### src/hw/mqps_pkg.sv
// constants, types and helpers shared by both ends of the multi-queue port-select link
// assumes one clock for both ports and a synchronous active-low reset
package mqps_pkg;
   // -------------------------------------------------------------------------
   // sizes and fields
   // -------------------------------------------------------------------------
   localparam int unsigned MQPS_DW = 36;
   localparam int unsigned MQPS_QN = 4;
   localparam int unsigned MQPS_QW = 2;
   localparam int unsigned MQPS_IDW = 3;
   localparam int unsigned MQPS_DEPTH = 16;
   localparam int unsigned MQPS_LW = 5;
   localparam int unsigned MQPS_CW = 5;
   localparam int unsigned MQPS_SOP_BIT = 34;
   localparam int unsigned MQPS_EOP_BIT = 35;
   localparam int unsigned MQPS_WDEV_LSB = 2;
   localparam int unsigned MQPS_RDEV_LSB = 3;
   localparam int unsigned MQPS_CHG_CYCLES = 2;
   // -------------------------------------------------------------------------
   // thresholds and reset values
   // -------------------------------------------------------------------------
   // the full flag itself refuses writes, so two of the sixteen slots stay spare
   localparam logic [MQPS_LW-1:0] MQPS_FULL_LEVEL = 5'h0E;
   localparam logic [MQPS_LW-1:0] MQPS_AF_LEVEL = 5'h0C;
   localparam logic [MQPS_LW-1:0] MQPS_AE_LEVEL = 5'h02;
   localparam logic [MQPS_QW-1:0] MQPS_RST_QUEUE = 2'h0;
   localparam logic [MQPS_CW-1:0] MQPS_RST_COUNT = 5'h00;
   // -------------------------------------------------------------------------
   // types and helpers
   // -------------------------------------------------------------------------
   typedef enum logic [1:0] {
      MQPS_RUN = 2'b00,
      MQPS_REQ = 2'b01,
      MQPS_FILL = 2'b11
   } mqps_state_e;

   function automatic logic mqps_dev_match(input logic [MQPS_IDW-1:0] field, input logic [MQPS_IDW-1:0] id);
      mqps_dev_match = (field == id);
   endfunction : mqps_dev_match
endpackage : mqps_pkg

### src/hw/mqps_if.sv
// pin bundle between the queue device and its write/read controller
// assumes the bench supplies clock and reset to both ends separately
`timescale 1ns/1ps
interface mqps_if;
   import mqps_pkg::*;
   logic packet_mode_select;
   logic [MQPS_DW-1:0] write_data;
   logic write_enable_n;
   logic [4:0] write_address_bus;
   logic write_address_strobe;
   logic write_flag_strobe;
   logic full_flag_n;
   logic [MQPS_QN-1:0] almost_full_flag_bus;
   logic almost_full_flag_bus_oe;
   logic [MQPS_DW-1:0] read_data;
   logic read_data_oe;
   logic read_enable_n;
   logic output_enable_n;
   logic [5:0] read_address_bus;
   logic read_address_strobe;
   logic read_flag_strobe;
   logic output_valid_n;
   logic packet_ready_n;
   logic [MQPS_QN-1:0] almost_empty_flag;
   logic almost_empty_flag_oe;

   modport dev (
      input packet_mode_select, write_data, write_enable_n, write_address_bus, write_address_strobe,
      input write_flag_strobe, read_enable_n, output_enable_n, read_address_bus, read_address_strobe,
      input read_flag_strobe,
      output full_flag_n, almost_full_flag_bus, almost_full_flag_bus_oe, read_data, read_data_oe,
      output output_valid_n, packet_ready_n, almost_empty_flag, almost_empty_flag_oe
   );
   modport host (
      output packet_mode_select, write_data, write_enable_n, write_address_bus, write_address_strobe,
      output write_flag_strobe, read_enable_n, output_enable_n, read_address_bus, read_address_strobe,
      output read_flag_strobe,
      input full_flag_n, almost_full_flag_bus, almost_full_flag_bus_oe, read_data, read_data_oe,
      input output_valid_n, packet_ready_n, almost_empty_flag, almost_empty_flag_oe
   );
endinterface : mqps_if

### src/hw/mqps_device.sv
// four-queue device end: queue fifo and the port-select / flag logic around it
// assumes write and read ports share one clock and the controller keeps its own duties
`timescale 1ns/1ps
module mqps_fifo
   import mqps_pkg::*;
#(
   parameter int unsigned WIDTH = 36,
   parameter int unsigned DEPTH = 16
) (
   // clock and reset
   input wire logic clock,
   input wire logic rstn,
   // fill side
   input wire logic in_valid,
   output logic in_ready,
   input wire logic [WIDTH-1:0] in_data,
   // drain side
   output logic out_valid,
   input wire logic out_ready,
   output logic [WIDTH-1:0] out_data,
   // fill level
   output logic [$clog2(DEPTH):0] level
);
   localparam int unsigned AW = $clog2(DEPTH);
   logic [WIDTH-1:0] mem [DEPTH];
   logic [AW-1:0] wr_ptr_ff;
   logic [AW-1:0] rd_ptr_ff;
   logic [AW:0] count_ff;
   logic push;
   logic pop;

   // depth must be a power of two so the pointers wrap on their own
   assign in_ready = (count_ff != DEPTH[AW:0]);
   assign out_valid = (count_ff != '0);
   assign out_data = mem[rd_ptr_ff];
   assign level = count_ff;
   assign push = in_valid && in_ready;
   assign pop = out_valid && out_ready;

   always_ff @(posedge clock) begin
      if (push) begin
         mem[wr_ptr_ff] <= in_data;
      end
   end

   always_ff @(posedge clock) begin
      if (!rstn) begin
         wr_ptr_ff <= '0;
         rd_ptr_ff <= '0;
         count_ff <= '0;
      end else begin
         if (push) begin
            wr_ptr_ff <= wr_ptr_ff + 1'b1;
         end
         if (pop) begin
            rd_ptr_ff <= rd_ptr_ff + 1'b1;
         end
         if (push && !pop) begin
            count_ff <= count_ff + 1'b1;
         end else if (pop && !push) begin
            count_ff <= count_ff - 1'b1;
         end
      end
   end
endmodule : mqps_fifo

module mqps_device
   import mqps_pkg::*;
(
   // clock and reset
   input wire logic clock,
   input wire logic rstn,
   // link to the controller
   mqps_if.dev link,
   // strap
   input wire logic [MQPS_IDW-1:0] device_id_pins
);
   // -------------------------------------------------------------------------
   // mode capture
   // -------------------------------------------------------------------------
   logic pkt_ff;

   always_ff @(posedge clock) begin
      if (!rstn) begin
         pkt_ff <= link.packet_mode_select;
      end
   end

   // -------------------------------------------------------------------------
   // queue storage
   // -------------------------------------------------------------------------
   logic [MQPS_QN-1:0] f_in_valid;
   logic [MQPS_QN-1:0] f_in_ready;
   logic [MQPS_QN-1:0] f_out_valid;
   logic [MQPS_QN-1:0] f_out_ready;
   logic [MQPS_DW-1:0] f_out_data [MQPS_QN];
   logic [MQPS_LW-1:0] f_level [MQPS_QN];
   logic [MQPS_CW-1:0] pcnt_ff [MQPS_QN];

   for (genvar q = 0; q < MQPS_QN; q++) begin : g_queue
      mqps_fifo #(.WIDTH(MQPS_DW), .DEPTH(MQPS_DEPTH)) u_fifo (
         .clock(clock),
         .rstn(rstn),
         .in_valid(f_in_valid[q]),
         .in_ready(f_in_ready[q]),
         .in_data(link.write_data),
         .out_valid(f_out_valid[q]),
         .out_ready(f_out_ready[q]),
         .out_data(f_out_data[q]),
         .level(f_level[q])
      );

      // complete packets held: up on a stored end word, down when one leaves
      always_ff @(posedge clock) begin
         if (!rstn) begin
            pcnt_ff[q] <= MQPS_RST_COUNT;
         end else if (pkt_ff) begin
            pcnt_ff[q] <= pcnt_ff[q]
               + MQPS_CW'(f_in_valid[q] && f_in_ready[q] && link.write_data[MQPS_EOP_BIT])
               - MQPS_CW'(f_out_ready[q] && f_out_data[q][MQPS_EOP_BIT]);
         end
      end
   end

   // -------------------------------------------------------------------------
   // write port select
   // -------------------------------------------------------------------------
   logic [MQPS_QW-1:0] wq_act_ff;
   logic [MQPS_QW-1:0] wq_pend_ff;
   logic wsel_ff;
   logic wsel_pend_ff;
   logic wchg_ff;
   logic wflag_sel_ff;
   logic whit;
   logic full_flag_n_ff;
   logic [MQPS_LW-1:0] wlevel_nxt;
   logic [MQPS_QW-1:0] wq_flag;

   assign whit = mqps_dev_match(link.write_address_bus[4:MQPS_WDEV_LSB], device_id_pins);
   assign wq_flag = wchg_ff ? wq_pend_ff : wq_act_ff;

   always_ff @(posedge clock) begin
      if (!rstn) begin
         wq_act_ff <= MQPS_RST_QUEUE;
         wq_pend_ff <= MQPS_RST_QUEUE;
         wsel_ff <= 1'b1;
         wsel_pend_ff <= 1'b1;
         wchg_ff <= 1'b0;
      end else begin
         wchg_ff <= link.write_address_strobe && !link.write_flag_strobe;
         if (link.write_address_strobe && !link.write_flag_strobe) begin
            wq_pend_ff <= link.write_address_bus[MQPS_QW-1:0];
            wsel_pend_ff <= whit;
         end
         // old queue keeps taking writes until this edge
         if (wchg_ff) begin
            wq_act_ff <= wq_pend_ff;
            wsel_ff <= wsel_pend_ff;
         end
      end
   end

   always_ff @(posedge clock) begin
      if (!rstn) begin
         wflag_sel_ff <= 1'b0;
      end else if (!link.write_address_strobe && link.write_flag_strobe) begin
         wflag_sel_ff <= whit;
      end
   end

   always_comb begin
      for (int q = 0; q < MQPS_QN; q++) begin
         f_in_valid[q] = !link.write_enable_n && wsel_ff && full_flag_n_ff
            && (wq_act_ff == q[MQPS_QW-1:0]);
      end
   end

   // -------------------------------------------------------------------------
   // write flags
   // -------------------------------------------------------------------------
   logic [MQPS_QN-1:0] af_bus_ff;
   logic af_oe_ff;

   // level after this edge, so a word the writer was just allowed is never refused
   assign wlevel_nxt = f_level[wq_flag] + MQPS_LW'(f_in_valid[wq_flag] && f_in_ready[wq_flag])
      - MQPS_LW'(f_out_ready[wq_flag]);

   always_ff @(posedge clock) begin
      if (!rstn) begin
         full_flag_n_ff <= 1'b1;
         af_bus_ff <= '1;
         af_oe_ff <= 1'b0;
      end else begin
         full_flag_n_ff <= !(wlevel_nxt >= MQPS_FULL_LEVEL);
         for (int q = 0; q < MQPS_QN; q++) begin
            af_bus_ff[q] <= !(f_level[q] >= MQPS_AF_LEVEL);
         end
         af_oe_ff <= wflag_sel_ff;
      end
   end

   assign link.full_flag_n = full_flag_n_ff;
   assign link.almost_full_flag_bus = af_bus_ff;
   assign link.almost_full_flag_bus_oe = af_oe_ff;

   // -------------------------------------------------------------------------
   // read port select
   // -------------------------------------------------------------------------
   logic [MQPS_QW-1:0] rq_act_ff;
   logic [MQPS_QW-1:0] rq_pend_ff;
   logic rsel_ff;
   logic rsel_pend_ff;
   logic rchg_ff;
   logic rflag_sel_ff;
   logic rhit;

   assign rhit = mqps_dev_match(link.read_address_bus[5:MQPS_RDEV_LSB], device_id_pins);

   always_ff @(posedge clock) begin
      if (!rstn) begin
         rq_act_ff <= MQPS_RST_QUEUE;
         rq_pend_ff <= MQPS_RST_QUEUE;
         rsel_ff <= 1'b1;
         rsel_pend_ff <= 1'b1;
         rchg_ff <= 1'b0;
      end else begin
         // read enable plays no part in taking the selection
         rchg_ff <= link.read_address_strobe && !link.read_flag_strobe;
         if (link.read_address_strobe && !link.read_flag_strobe) begin
            rq_pend_ff <= link.read_address_bus[MQPS_QW-1:0];
            rsel_pend_ff <= rhit;
         end
         if (rchg_ff) begin
            rq_act_ff <= rq_pend_ff;
            rsel_ff <= rsel_pend_ff;
         end
      end
   end

   always_ff @(posedge clock) begin
      if (!rstn) begin
         rflag_sel_ff <= 1'b0;
      end else if (!link.read_address_strobe && link.read_flag_strobe) begin
         rflag_sel_ff <= rhit;
      end
   end

   // -------------------------------------------------------------------------
   // read pipeline
   // -------------------------------------------------------------------------
   logic [MQPS_DW-1:0] data_ff;
   logic output_valid_n_ff;
   logic packet_ready_n_ff;
   logic data_oe_ff;
   logic [MQPS_QN-1:0] ae_bus_ff;
   logic ae_oe_ff;
   logic [MQPS_QW-1:0] pop_q;
   logic pop_sel;
   logic take;
   logic pop;
   logic [MQPS_QN-1:0] can_pop;

   always_comb begin
      for (int q = 0; q < MQPS_QN; q++) begin
         can_pop[q] = f_out_valid[q] && (!pkt_ff || (pcnt_ff[q] != '0));
      end
      pop_q = rchg_ff ? rq_pend_ff : rq_act_ff;
      pop_sel = rchg_ff ? rsel_pend_ff : rsel_ff;
      // on the request edge the old queue is read when enabled, or when the output word is invalid whatever enable is
      take = !output_valid_n_ff && !link.read_enable_n && rsel_ff;
      // switch edge loads the new queue whatever enable is
      pop = pop_sel && can_pop[pop_q] && (rchg_ff || output_valid_n_ff || take);
      for (int q = 0; q < MQPS_QN; q++) begin
         f_out_ready[q] = pop && (pop_q == q[MQPS_QW-1:0]);
      end
   end

   always_ff @(posedge clock) begin
      if (!rstn) begin
         data_ff <= '0;
      end else if (pop) begin
         data_ff <= f_out_data[pop_q];
      end
   end

   always_ff @(posedge clock) begin
      if (!rstn) begin
         output_valid_n_ff <= 1'b1;
      end else if (pop) begin
         output_valid_n_ff <= 1'b0;
      end else if (rchg_ff || take) begin
         // stale word stays on the bus but is marked invalid
         output_valid_n_ff <= 1'b1;
      end
   end

   always_ff @(posedge clock) begin
      if (!rstn) begin
         packet_ready_n_ff <= 1'b1;
         data_oe_ff <= 1'b0;
         ae_bus_ff <= '1;
         ae_oe_ff <= 1'b0;
      end else begin
         packet_ready_n_ff <= !(pkt_ff && (pcnt_ff[pop_q] != '0));
         data_oe_ff <= !link.output_enable_n;
         for (int q = 0; q < MQPS_QN; q++) begin
            ae_bus_ff[q] <= pkt_ff ? (pcnt_ff[q] == '0) : (f_level[q] <= MQPS_AE_LEVEL);
         end
         ae_oe_ff <= rflag_sel_ff;
      end
   end

   assign link.read_data = data_ff;
   assign link.read_data_oe = data_oe_ff;
   assign link.output_valid_n = output_valid_n_ff;
   assign link.packet_ready_n = packet_ready_n_ff;
   assign link.almost_empty_flag = ae_bus_ff;
   assign link.almost_empty_flag_oe = ae_oe_ff;
endmodule : mqps_device

### src/flat_wrapper.sv
// flat-port wrapper written by rule: the top's interface ports become plain ports
module mqps_device_flat import mqps_pkg::*;
  (clock, rstn, device_id_pins, link_packet_mode_select, link_write_data, link_write_enable_n, link_write_address_bus, link_write_address_strobe, link_write_flag_strobe, link_read_enable_n, link_output_enable_n, link_read_address_bus, link_read_address_strobe, link_read_flag_strobe, link_full_flag_n, link_almost_full_flag_bus, link_almost_full_flag_bus_oe, link_read_data, link_read_data_oe, link_output_valid_n, link_packet_ready_n, link_almost_empty_flag, link_almost_empty_flag_oe);
  mqps_if link_i ();
  input wire logic clock;
  input wire logic rstn;
  input wire logic [MQPS_IDW-1:0] device_id_pins;
  input wire logic [$bits(link_i.packet_mode_select)-1:0] link_packet_mode_select;
  input wire logic [$bits(link_i.write_data)-1:0] link_write_data;
  input wire logic [$bits(link_i.write_enable_n)-1:0] link_write_enable_n;
  input wire logic [$bits(link_i.write_address_bus)-1:0] link_write_address_bus;
  input wire logic [$bits(link_i.write_address_strobe)-1:0] link_write_address_strobe;
  input wire logic [$bits(link_i.write_flag_strobe)-1:0] link_write_flag_strobe;
  input wire logic [$bits(link_i.read_enable_n)-1:0] link_read_enable_n;
  input wire logic [$bits(link_i.output_enable_n)-1:0] link_output_enable_n;
  input wire logic [$bits(link_i.read_address_bus)-1:0] link_read_address_bus;
  input wire logic [$bits(link_i.read_address_strobe)-1:0] link_read_address_strobe;
  input wire logic [$bits(link_i.read_flag_strobe)-1:0] link_read_flag_strobe;
  output wire logic [$bits(link_i.full_flag_n)-1:0] link_full_flag_n;
  output wire logic [$bits(link_i.almost_full_flag_bus)-1:0] link_almost_full_flag_bus;
  output wire logic [$bits(link_i.almost_full_flag_bus_oe)-1:0] link_almost_full_flag_bus_oe;
  output wire logic [$bits(link_i.read_data)-1:0] link_read_data;
  output wire logic [$bits(link_i.read_data_oe)-1:0] link_read_data_oe;
  output wire logic [$bits(link_i.output_valid_n)-1:0] link_output_valid_n;
  output wire logic [$bits(link_i.packet_ready_n)-1:0] link_packet_ready_n;
  output wire logic [$bits(link_i.almost_empty_flag)-1:0] link_almost_empty_flag;
  output wire logic [$bits(link_i.almost_empty_flag_oe)-1:0] link_almost_empty_flag_oe;
  assign link_i.packet_mode_select = link_packet_mode_select;
  assign link_i.write_data = link_write_data;
  assign link_i.write_enable_n = link_write_enable_n;
  assign link_i.write_address_bus = link_write_address_bus;
  assign link_i.write_address_strobe = link_write_address_strobe;
  assign link_i.write_flag_strobe = link_write_flag_strobe;
  assign link_i.read_enable_n = link_read_enable_n;
  assign link_i.output_enable_n = link_output_enable_n;
  assign link_i.read_address_bus = link_read_address_bus;
  assign link_i.read_address_strobe = link_read_address_strobe;
  assign link_i.read_flag_strobe = link_read_flag_strobe;
  assign link_full_flag_n = link_i.full_flag_n;
  assign link_almost_full_flag_bus = link_i.almost_full_flag_bus;
  assign link_almost_full_flag_bus_oe = link_i.almost_full_flag_bus_oe;
  assign link_read_data = link_i.read_data;
  assign link_read_data_oe = link_i.read_data_oe;
  assign link_output_valid_n = link_i.output_valid_n;
  assign link_packet_ready_n = link_i.packet_ready_n;
  assign link_almost_empty_flag = link_i.almost_empty_flag;
  assign link_almost_empty_flag_oe = link_i.almost_empty_flag_oe;
  mqps_device u_core (.clock(clock), .rstn(rstn), .link(link_i), .device_id_pins(device_id_pins));
endmodule
### config.mk
export PLATFORM = sky130hd
export DESIGN_NAME = mqps_device_flat
export DESIGN_NICKNAME = d
export VERILOG_FILES = /design/src/hw/mqps_pkg.sv /design/src/hw/mqps_if.sv /design/src/hw/mqps_device.sv /design/src/flat_wrapper.sv
export SDC_FILE = /design/constraint.sdc
export NUM_CORES = 2
export LEC_CHECK = 0
export ABC_AREA = 1
export BUFFER_PORTS_ARGS = -buffer_cell sky130_fd_sc_hd__buf_2
export CAP_MARGIN = 20
export CORE_AREA = 2 2 489 491
export CTS_CLUSTER_DIAMETER = 50
export CTS_CLUSTER_SIZE = 40
export DETAILED_ROUTE_END_ITERATION = 7
export DIE_AREA = 0 0 491 493
export SLEW_MARGIN = 10
export SYNTH_ARGS = -nofsm -noshare
export SYNTH_HDL_FRONTEND = slang
export SYNTH_SLANG_ARGS = --single-unit
### constraint.sdc
create_clock -name clock -period 6.5 [get_ports clock]
set_clock_uncertainty 0.2 [all_clocks]
set_input_delay 1.95 -clock clock [delete_from_list [all_inputs] [get_ports clock]]
set_output_delay 1.95 -clock clock [all_outputs]
set_load 0.02 [all_outputs]
# Word level (Yosys, flattened, before mapping)
# Memories as Yosys holds them, arrays and structs flattened. A register that Yosys moved wholly into a read port is not among the register bits.
# Index checks and enable logic that the tools add are counted.
# Widths: inputs -> output; s select.
# classes
n_addsub	26
order_cmp	13
eq_ne	12
n_mux	55
bitwise	6
n_reduce_logical	98
# op_table
operator	count
$bmux 36 s2	1
$mux 36	2
$mux 5	14
$logic_and 1x1->1	48
$reduce_bool 5->1	9
$add 4x1->4 const B	8
$mux 4	8
$add 5x1->5	5
$ge 5x4->1 const B	5
$sub 5x1->5	5
$logic_not 1->1	23
$mux 1	23
$add 5x1->5 const B	4
$le 5x2->1 const B	4
$logic_not 5->1	4
$ne 5x5->1 const B	4
$sub 5x1->5 const B	4
$bmux 5 s2	1
$reduce_bool 2->1	5
$bmux 1 s2	4
$eq 2x2->1 const B	4
$logic_or 1x1->1	7
$eq 3x3->1	2
$ge 3x3->1 const B	2
6 further kinds	14
# word_totals
ff_bits	119
mem_bits_rw	2324
in_bits	60
output_inout_bits	50
word_cells	249
memories	5
# memory_table
name	words	width	read_ports	rd_ports_with_merged_regs	wr	line	rtl
u_core.g_queue[0].u_fifo.mem	16	36	1	1	1	mqps_device.sv:25	logic [WIDTH-1:0] mem [DEPTH];
u_core.g_queue[1].u_fifo.mem	16	36	1	1	1	mqps_device.sv:25	
u_core.g_queue[2].u_fifo.mem	16	36	1	1	1	mqps_device.sv:25	
u_core.g_queue[3].u_fifo.mem	16	36	1	1	1	mqps_device.sv:25	
u_core.pcnt_ff	4	5	5	0	4	mqps_device.sv:98	logic [MQPS_CW-1:0] pcnt_ff [MQPS_QN];

# Logic depth before layout (Yosys ltp)
# logic_depth
ltp_word	13
depth_mapped	25
mapped_depth_nobuf	24

# By module
# A second synthesis with hierarchy kept.
# unflattened
hier_cells	10647
area_unflattened_um2	107780.9
# by_module_without_submodules
module	n_inst	cells_per_inst	area_per_inst_um2	seq_area_each_um2
mqps_fifo (u_core.g_queue[3].u_fifo)	1	2457	25617.1	17636.9
mqps_fifo (u_core.g_queue[1].u_fifo)	1	2456	25562.0	17636.9
mqps_fifo (u_core.g_queue[0].u_fifo)	1	2456	25548.3	17636.9
mqps_fifo (u_core.g_queue[2].u_fifo)	1	2456	25514.5	17636.9
mqps_device	1	822	5539.1	1951.9

# Worst setup path before layout
# OpenSTA, ideal clock, no wires.
# synth_timing
path_kind	input port to flip-flop
start	in link_write_enable_n
end	mem u_core.g_queue[2].u_fifo.mem[11][0], enable pin
setup_ns	0.429
arrival_ns	4.236
required_ns	5.871
slack_ns	1.634
path_stages	6
path_buffers	0
cell_sequence	nand3b_1 > nor3_1 > nand2_1 > inv_1 > nand2_1 > nor2_1
# synth_between
elab_chain_len	7
# synth_lines
item	line	rtl
start, declared	flat_wrapper.sv:10	input wire logic [$bits(link_i.write_enable_n)-1:0] link_write_enable_n;
$logic_not 1->1	mqps_device.sv:173	f_in_valid[q] = !link.write_enable_n && wsel_ff && full_flag_n_ff
$logic_and 1x1->1 (2 in a row)	mqps_device.sv:173	
$logic_and 1x1->1	mqps_device.sv:174	&& (wq_act_ff == q[MQPS_QW-1:0]);
$logic_and 1x1->1	mqps_device.sv:37	assign push = in_valid && in_ready;
via u_core.g_queue[2].u_fifo.push	mqps_device.sv:29	logic push;
$mux 1	mqps_device.sv:41	if (push) begin
$mux 1 (not written as such)	mqps_device.sv:42	mem[wr_ptr_ff] <= in_data;
end, declared	mqps_device.sv:25	
# The timed path passes the listed nets, and every way through them passes these cells.

# Final worst setup path
# layout_timing
start	reg u_core.pkt_ff
end	reg u_core.full_flag_n_ff (netlist: u_core.link.full_flag_n)
# layout_between
elab_chain_len	13
elab_cells_between_ends	22
classes_between	1 x add/sub; 1 x order compare; 4 x mux; 16 x reduce/logical
# layout_lines
item	line	rtl
start, declared	mqps_device.sv:81	logic pkt_ff;
start signal, assigned	mqps_device.sv:85	pkt_ff <= link.packet_mode_select;
$logic_not 1->1 *	mqps_device.sv:265	can_pop[q] = f_out_valid[q] && (!pkt_ff || (pcnt_ff[q] != '0));
$logic_or 1x1->1	mqps_device.sv:265	
$logic_and 1x1->1	mqps_device.sv:265	
$bmux 1 s2 *	mqps_device.sv:272	pop = pop_sel && can_pop[pop_q] && (rchg_ff || output_valid_n_ff || take);
$mux 1 (not written as such) *	mqps_device.sv:272	
$logic_and 1x1->1 * (2 in a row)	mqps_device.sv:272	
$logic_and 1x1->1	mqps_device.sv:274	f_out_ready[q] = pop && (pop_q == q[MQPS_QW-1:0]);
$bmux 1 s2 *	mqps_device.sv:186	- MQPS_LW'(f_out_ready[wq_flag]);
$mux 1 (not written as such) *	mqps_device.sv:186	
$sub 5x1->5 *	mqps_device.sv:186	
$ge 5x4->1 *	mqps_device.sv:194	full_flag_n_ff <= !(wlevel_nxt >= MQPS_FULL_LEVEL);
$logic_not 1->1 *	mqps_device.sv:194	
end signal, assigned	mqps_device.sv:194	
end, declared	mqps_device.sv:135	logic full_flag_n_ff;
# Every way passes the cells marked *; elsewhere a longest branch is shown, timed or not. The select of a mux whose other input is x is not followed.
# A chain may end at the register's enable or synchronous reset.

==> results_dict.tcl <==
set metrics [dict create \
    fp.dieH_um 493 \
    route.vias.total 67145 \
    placementRows 179 \
    setup_tns_ns 0 \
    setup_viol 0 \
    maxCapViolations 0 \
    ys_ff_latch 2459 \
    clkSinkCount 2459 \
    hold_buffers 0 \
    yosysTopAreaCellShare_pct 68.9 \
    gp_congestion 0.888 \
    r2r-start "u_core.pkt_ff" \
    grt_max_degree 186 \
    viasPerCell 5.40 \
    leakagePower_nw 41.2 \
    ioPinCount 110 \
    n_fill_cell 21069 \
    grt_pass1_vias 63551 \
    cellPowerDensity_nw_per_um2 336 \
    final_cells 12438 \
    antenna_found_initial 18 \
    critical-path-max-stage-delay_ns 0.64 \
    final_cell_mix "nand2_1 (2396), edfxtp_1 (2325), nor2_1 (1171)" \
    multi_input_area_sq_um 25700 \
    grt_pass1_wl_um 423000 \
    worstPathCellList "inv_1 > nor2_1 > nand3_1 > nand2_1 > nand2_1 > nand3_1 > nor2_2 > nand3_1 > nand2_1 > nand3_1 > nand2_1 > ha_1 > inv_1 > ha_1 > inv_1 > fa_1 > nor2_1 > o21a_1 > nor2_1 > nand3b_1 > nand3_1 > nand2_1" \
    fp.dieArea_sq_um 242000 \
    hp-class "reg2reg" \
    violations "design-rule violations" \
    rsz0062_at_grt "false" \
    dp.final_hpwl_um 164000 \
    hold_viol_final 0 \
    grt_usage_pct 23.4 \
    yosysTopAreaCell "edfxtp_1" \
    slew_violations 0 \
    area.sequential_sq_um 72500 \
    vdd_drop_max_uv 326 \
    setup.worst_path.start_class "flop" \
    synth.area.top_cells "edfxtp_1 (69%), nand2_1 (8.9%), nand3_1 (5.5%)" \
    critPathMaxFanout 8 \
    worstPathArrival_ns 5.29 \
    nets 9193 \
    netlist_area_sq_um 101000 \
    cts_tree "yes" \
    min_period_ns 4.72 \
    htree_levels 4 \
    cts_root_buf "clkbuf_16" \
    core_sq_um 237000 \
    synth-seq-area-share_pct 71.5 \
    start_util_pct 42.8 \
    port_buffers 108 \
    final_common_cell "nand2_1" \
    worstMarginPinSlew_ns 1.07 \
    layout-drive-gt1-share_pct 8.79 \
    timing.slew.headroom_pct 28.8 \
    drt-wirelength-per-cell_um 23.3 \
    min_from "u_core.wflag_sel_ff" \
    fmax_ghz 0.212 \
    yosysUniqueCellTypes 40 \
    r2r_cells 22 \
    hold_end "u_core.link.almost_full_flag_bus_oe" \
    end_kind "flop" \
    wirelength_um 289000 \
    grt_overflow 0 \
    path_buf_inv 3 \
    drt-initial-drc-count 8836 \
    rrSetupSlack_ns 1.78 \
    max-clock-path-buffers 3 \
    crit_family "simple AND/OR/NAND/NOR gates" \
    area_growth_syn_to_layout_pct 12.4 \
    min_delay_path_depth 2 \
    placed_cells 11995 \
    period_share_pct 72.7 \
    critPathKind "reg2reg" \
    required_ns 7.07 \
    status "finished, violations left" \
    postCtsSetupRepairBufs 0 \
    synthCells 9051 \
    syn_avg_cell_area_sq_um 11.2 \
    clock_latency_ns 0.93 \
    drc 1 \
    critPathSlowestCell "nand3_1" \
    worstReg2RegEnd "u_core.link.full_flag_n" \
    yosysWarnings 0 \
    ctsResizeCount 0 \
    clkTransAtPathRegs_ns 0.07 \
    die_w_um 491 \
    synthesis.nets 9185 \
    dr.pass1.iters 8 \
    ant_nets 0 \
    cts_buffers 228 \
]
how the worst max path moves through the flow:
stage | to | slack (ns) | startpoint | cells after the start
global placement | u_core.pcnt_ff[1][4] | 0.94 | link_write_enable_n | 15
global route | u_core.link.full_flag_n | 1.51 | u_core.pkt_ff | 22
finish | u_core.link.full_flag_n | 1.78 | u_core.pkt_ff | 22
floorplan | u_core.g_queue[2].u_fifo.mem[11][0] | 1.63 | link_write_enable_n | 6
CTS | u_core.link.full_flag_n | 1.73 | u_core.pkt_ff | 22
detailed placement | u_core.pcnt_ff[1][4] | 0.93 | link_write_enable_n | 15
cells in the mapped netlist, drive strengths merged:
cell / n
nand2: 2400
edfxtp: 2325
nor2: 1240
nand3: 1110
o21ai: 592
inv: 369
buf: 276
clkbuf: 236
dfxtp: 134
o211ai: 118
a21oi: 76
ha: 65
or2: 18
xnor2: 15
nor3: 12
xor2: 12
nand4: 10
fa: 9
clkinv: 7
a211oi: 5
a21o: 5
a31oi: 3
nand3b: 3
a32oi: 2
o2111ai: 2
o21a: 2
o21bai: 2
a21boi: 1
o221ai: 1
o41ai: 1
through the flow:
step | cell area (sq um) | utilization, % | setup slack, ns | power, W | hold slack (ns)
after floorplan | 101000 | - | 1.63 | 0.0219 | 0.204
after global placement | 106000 | 44.6 | 0.938 | 0.0242 | 0.213
after detailed placement | 106000 | 44.6 | 0.925 | 0.0242 | 0.220
after CTS | 114000 | 48.1 | 1.73 | 0.0384 | 0.230
after global routing | 114000 | 48.1 | 1.51 | 0.0396 | 0.260
final | 114000 | 48.1 | 1.78 | 0.0383 | 0.230
registers in the layout (all words and copies together), names as in the netlist, 4 cells and up, named ones only:
register / cells
u_core.g_queue.u_fifo.level: 20
u_core.g_queue.u_fifo.mem: 2304
u_core.g_queue.u_fifo.rd_ptr_ff: 16
u_core.g_queue.u_fifo.wr_ptr_ff: 16
u_core.link.almost_empty_flag: 4
u_core.link.almost_full_flag_bus: 4
u_core.link.read_data: 36
u_core.pcnt_ff: 20
where the power goes:
part	switching (W)	internal (W)	leakage (nW)
combinational	0.00441	0.00157	15.3
sequential	0.000315	0.0176	22.1
clock	0.00672	0.00763	3.91
worst reg2reg max path, delay by kind of cell, from the launching register on:
family                   cells  cell delay [ns]
AND/OR/NAND/NOR             15             2.45
adder cells (fa/ha/maj)      3             0.81
flip-flops                   1             0.54
buffers and inverters        3             0.45
AO/OA/AOI/OAI                1             0.12
cell type report:
class | instances | share of cell area [%]
diodes | 10 | 0.0220
clock buffers | 247 | 5.12
clock inverters | 185 | 2.07
inverters | 376 | 1.28
multi-input cells | 5704 | 22.5
flip-flops and latches | 2459 | 63.7
well taps | 3167 | 3.48
repair buffers | 290 | 1.85
per-layer routing:
metal / vias up / routed length (um) / GRT usage, %
met5: - / 24 / 0
met4: 4 / 11200 / 8.95
met3: 454 / 21600 / 3.25
met2: 2551 / 133000 / 36.9
met1: 32976 / 123000 / 33.0
li1: 31160 / - / -
logic make-up after synthesis:
kind of cell / count (synthesis) / synth area share, %
flip-flops: 2459 / 71.5
adder cells (fa/ha/maj): 74 / 0.980
AND/OR/NAND/NOR: 4793 / 19.2
buffers and inverters: 888 / 3.66
AO/OA/AOI/OAI: 810 / 4.35
XOR/XNOR: 27 / 0.233
Power figures use the tool's default switching activity.
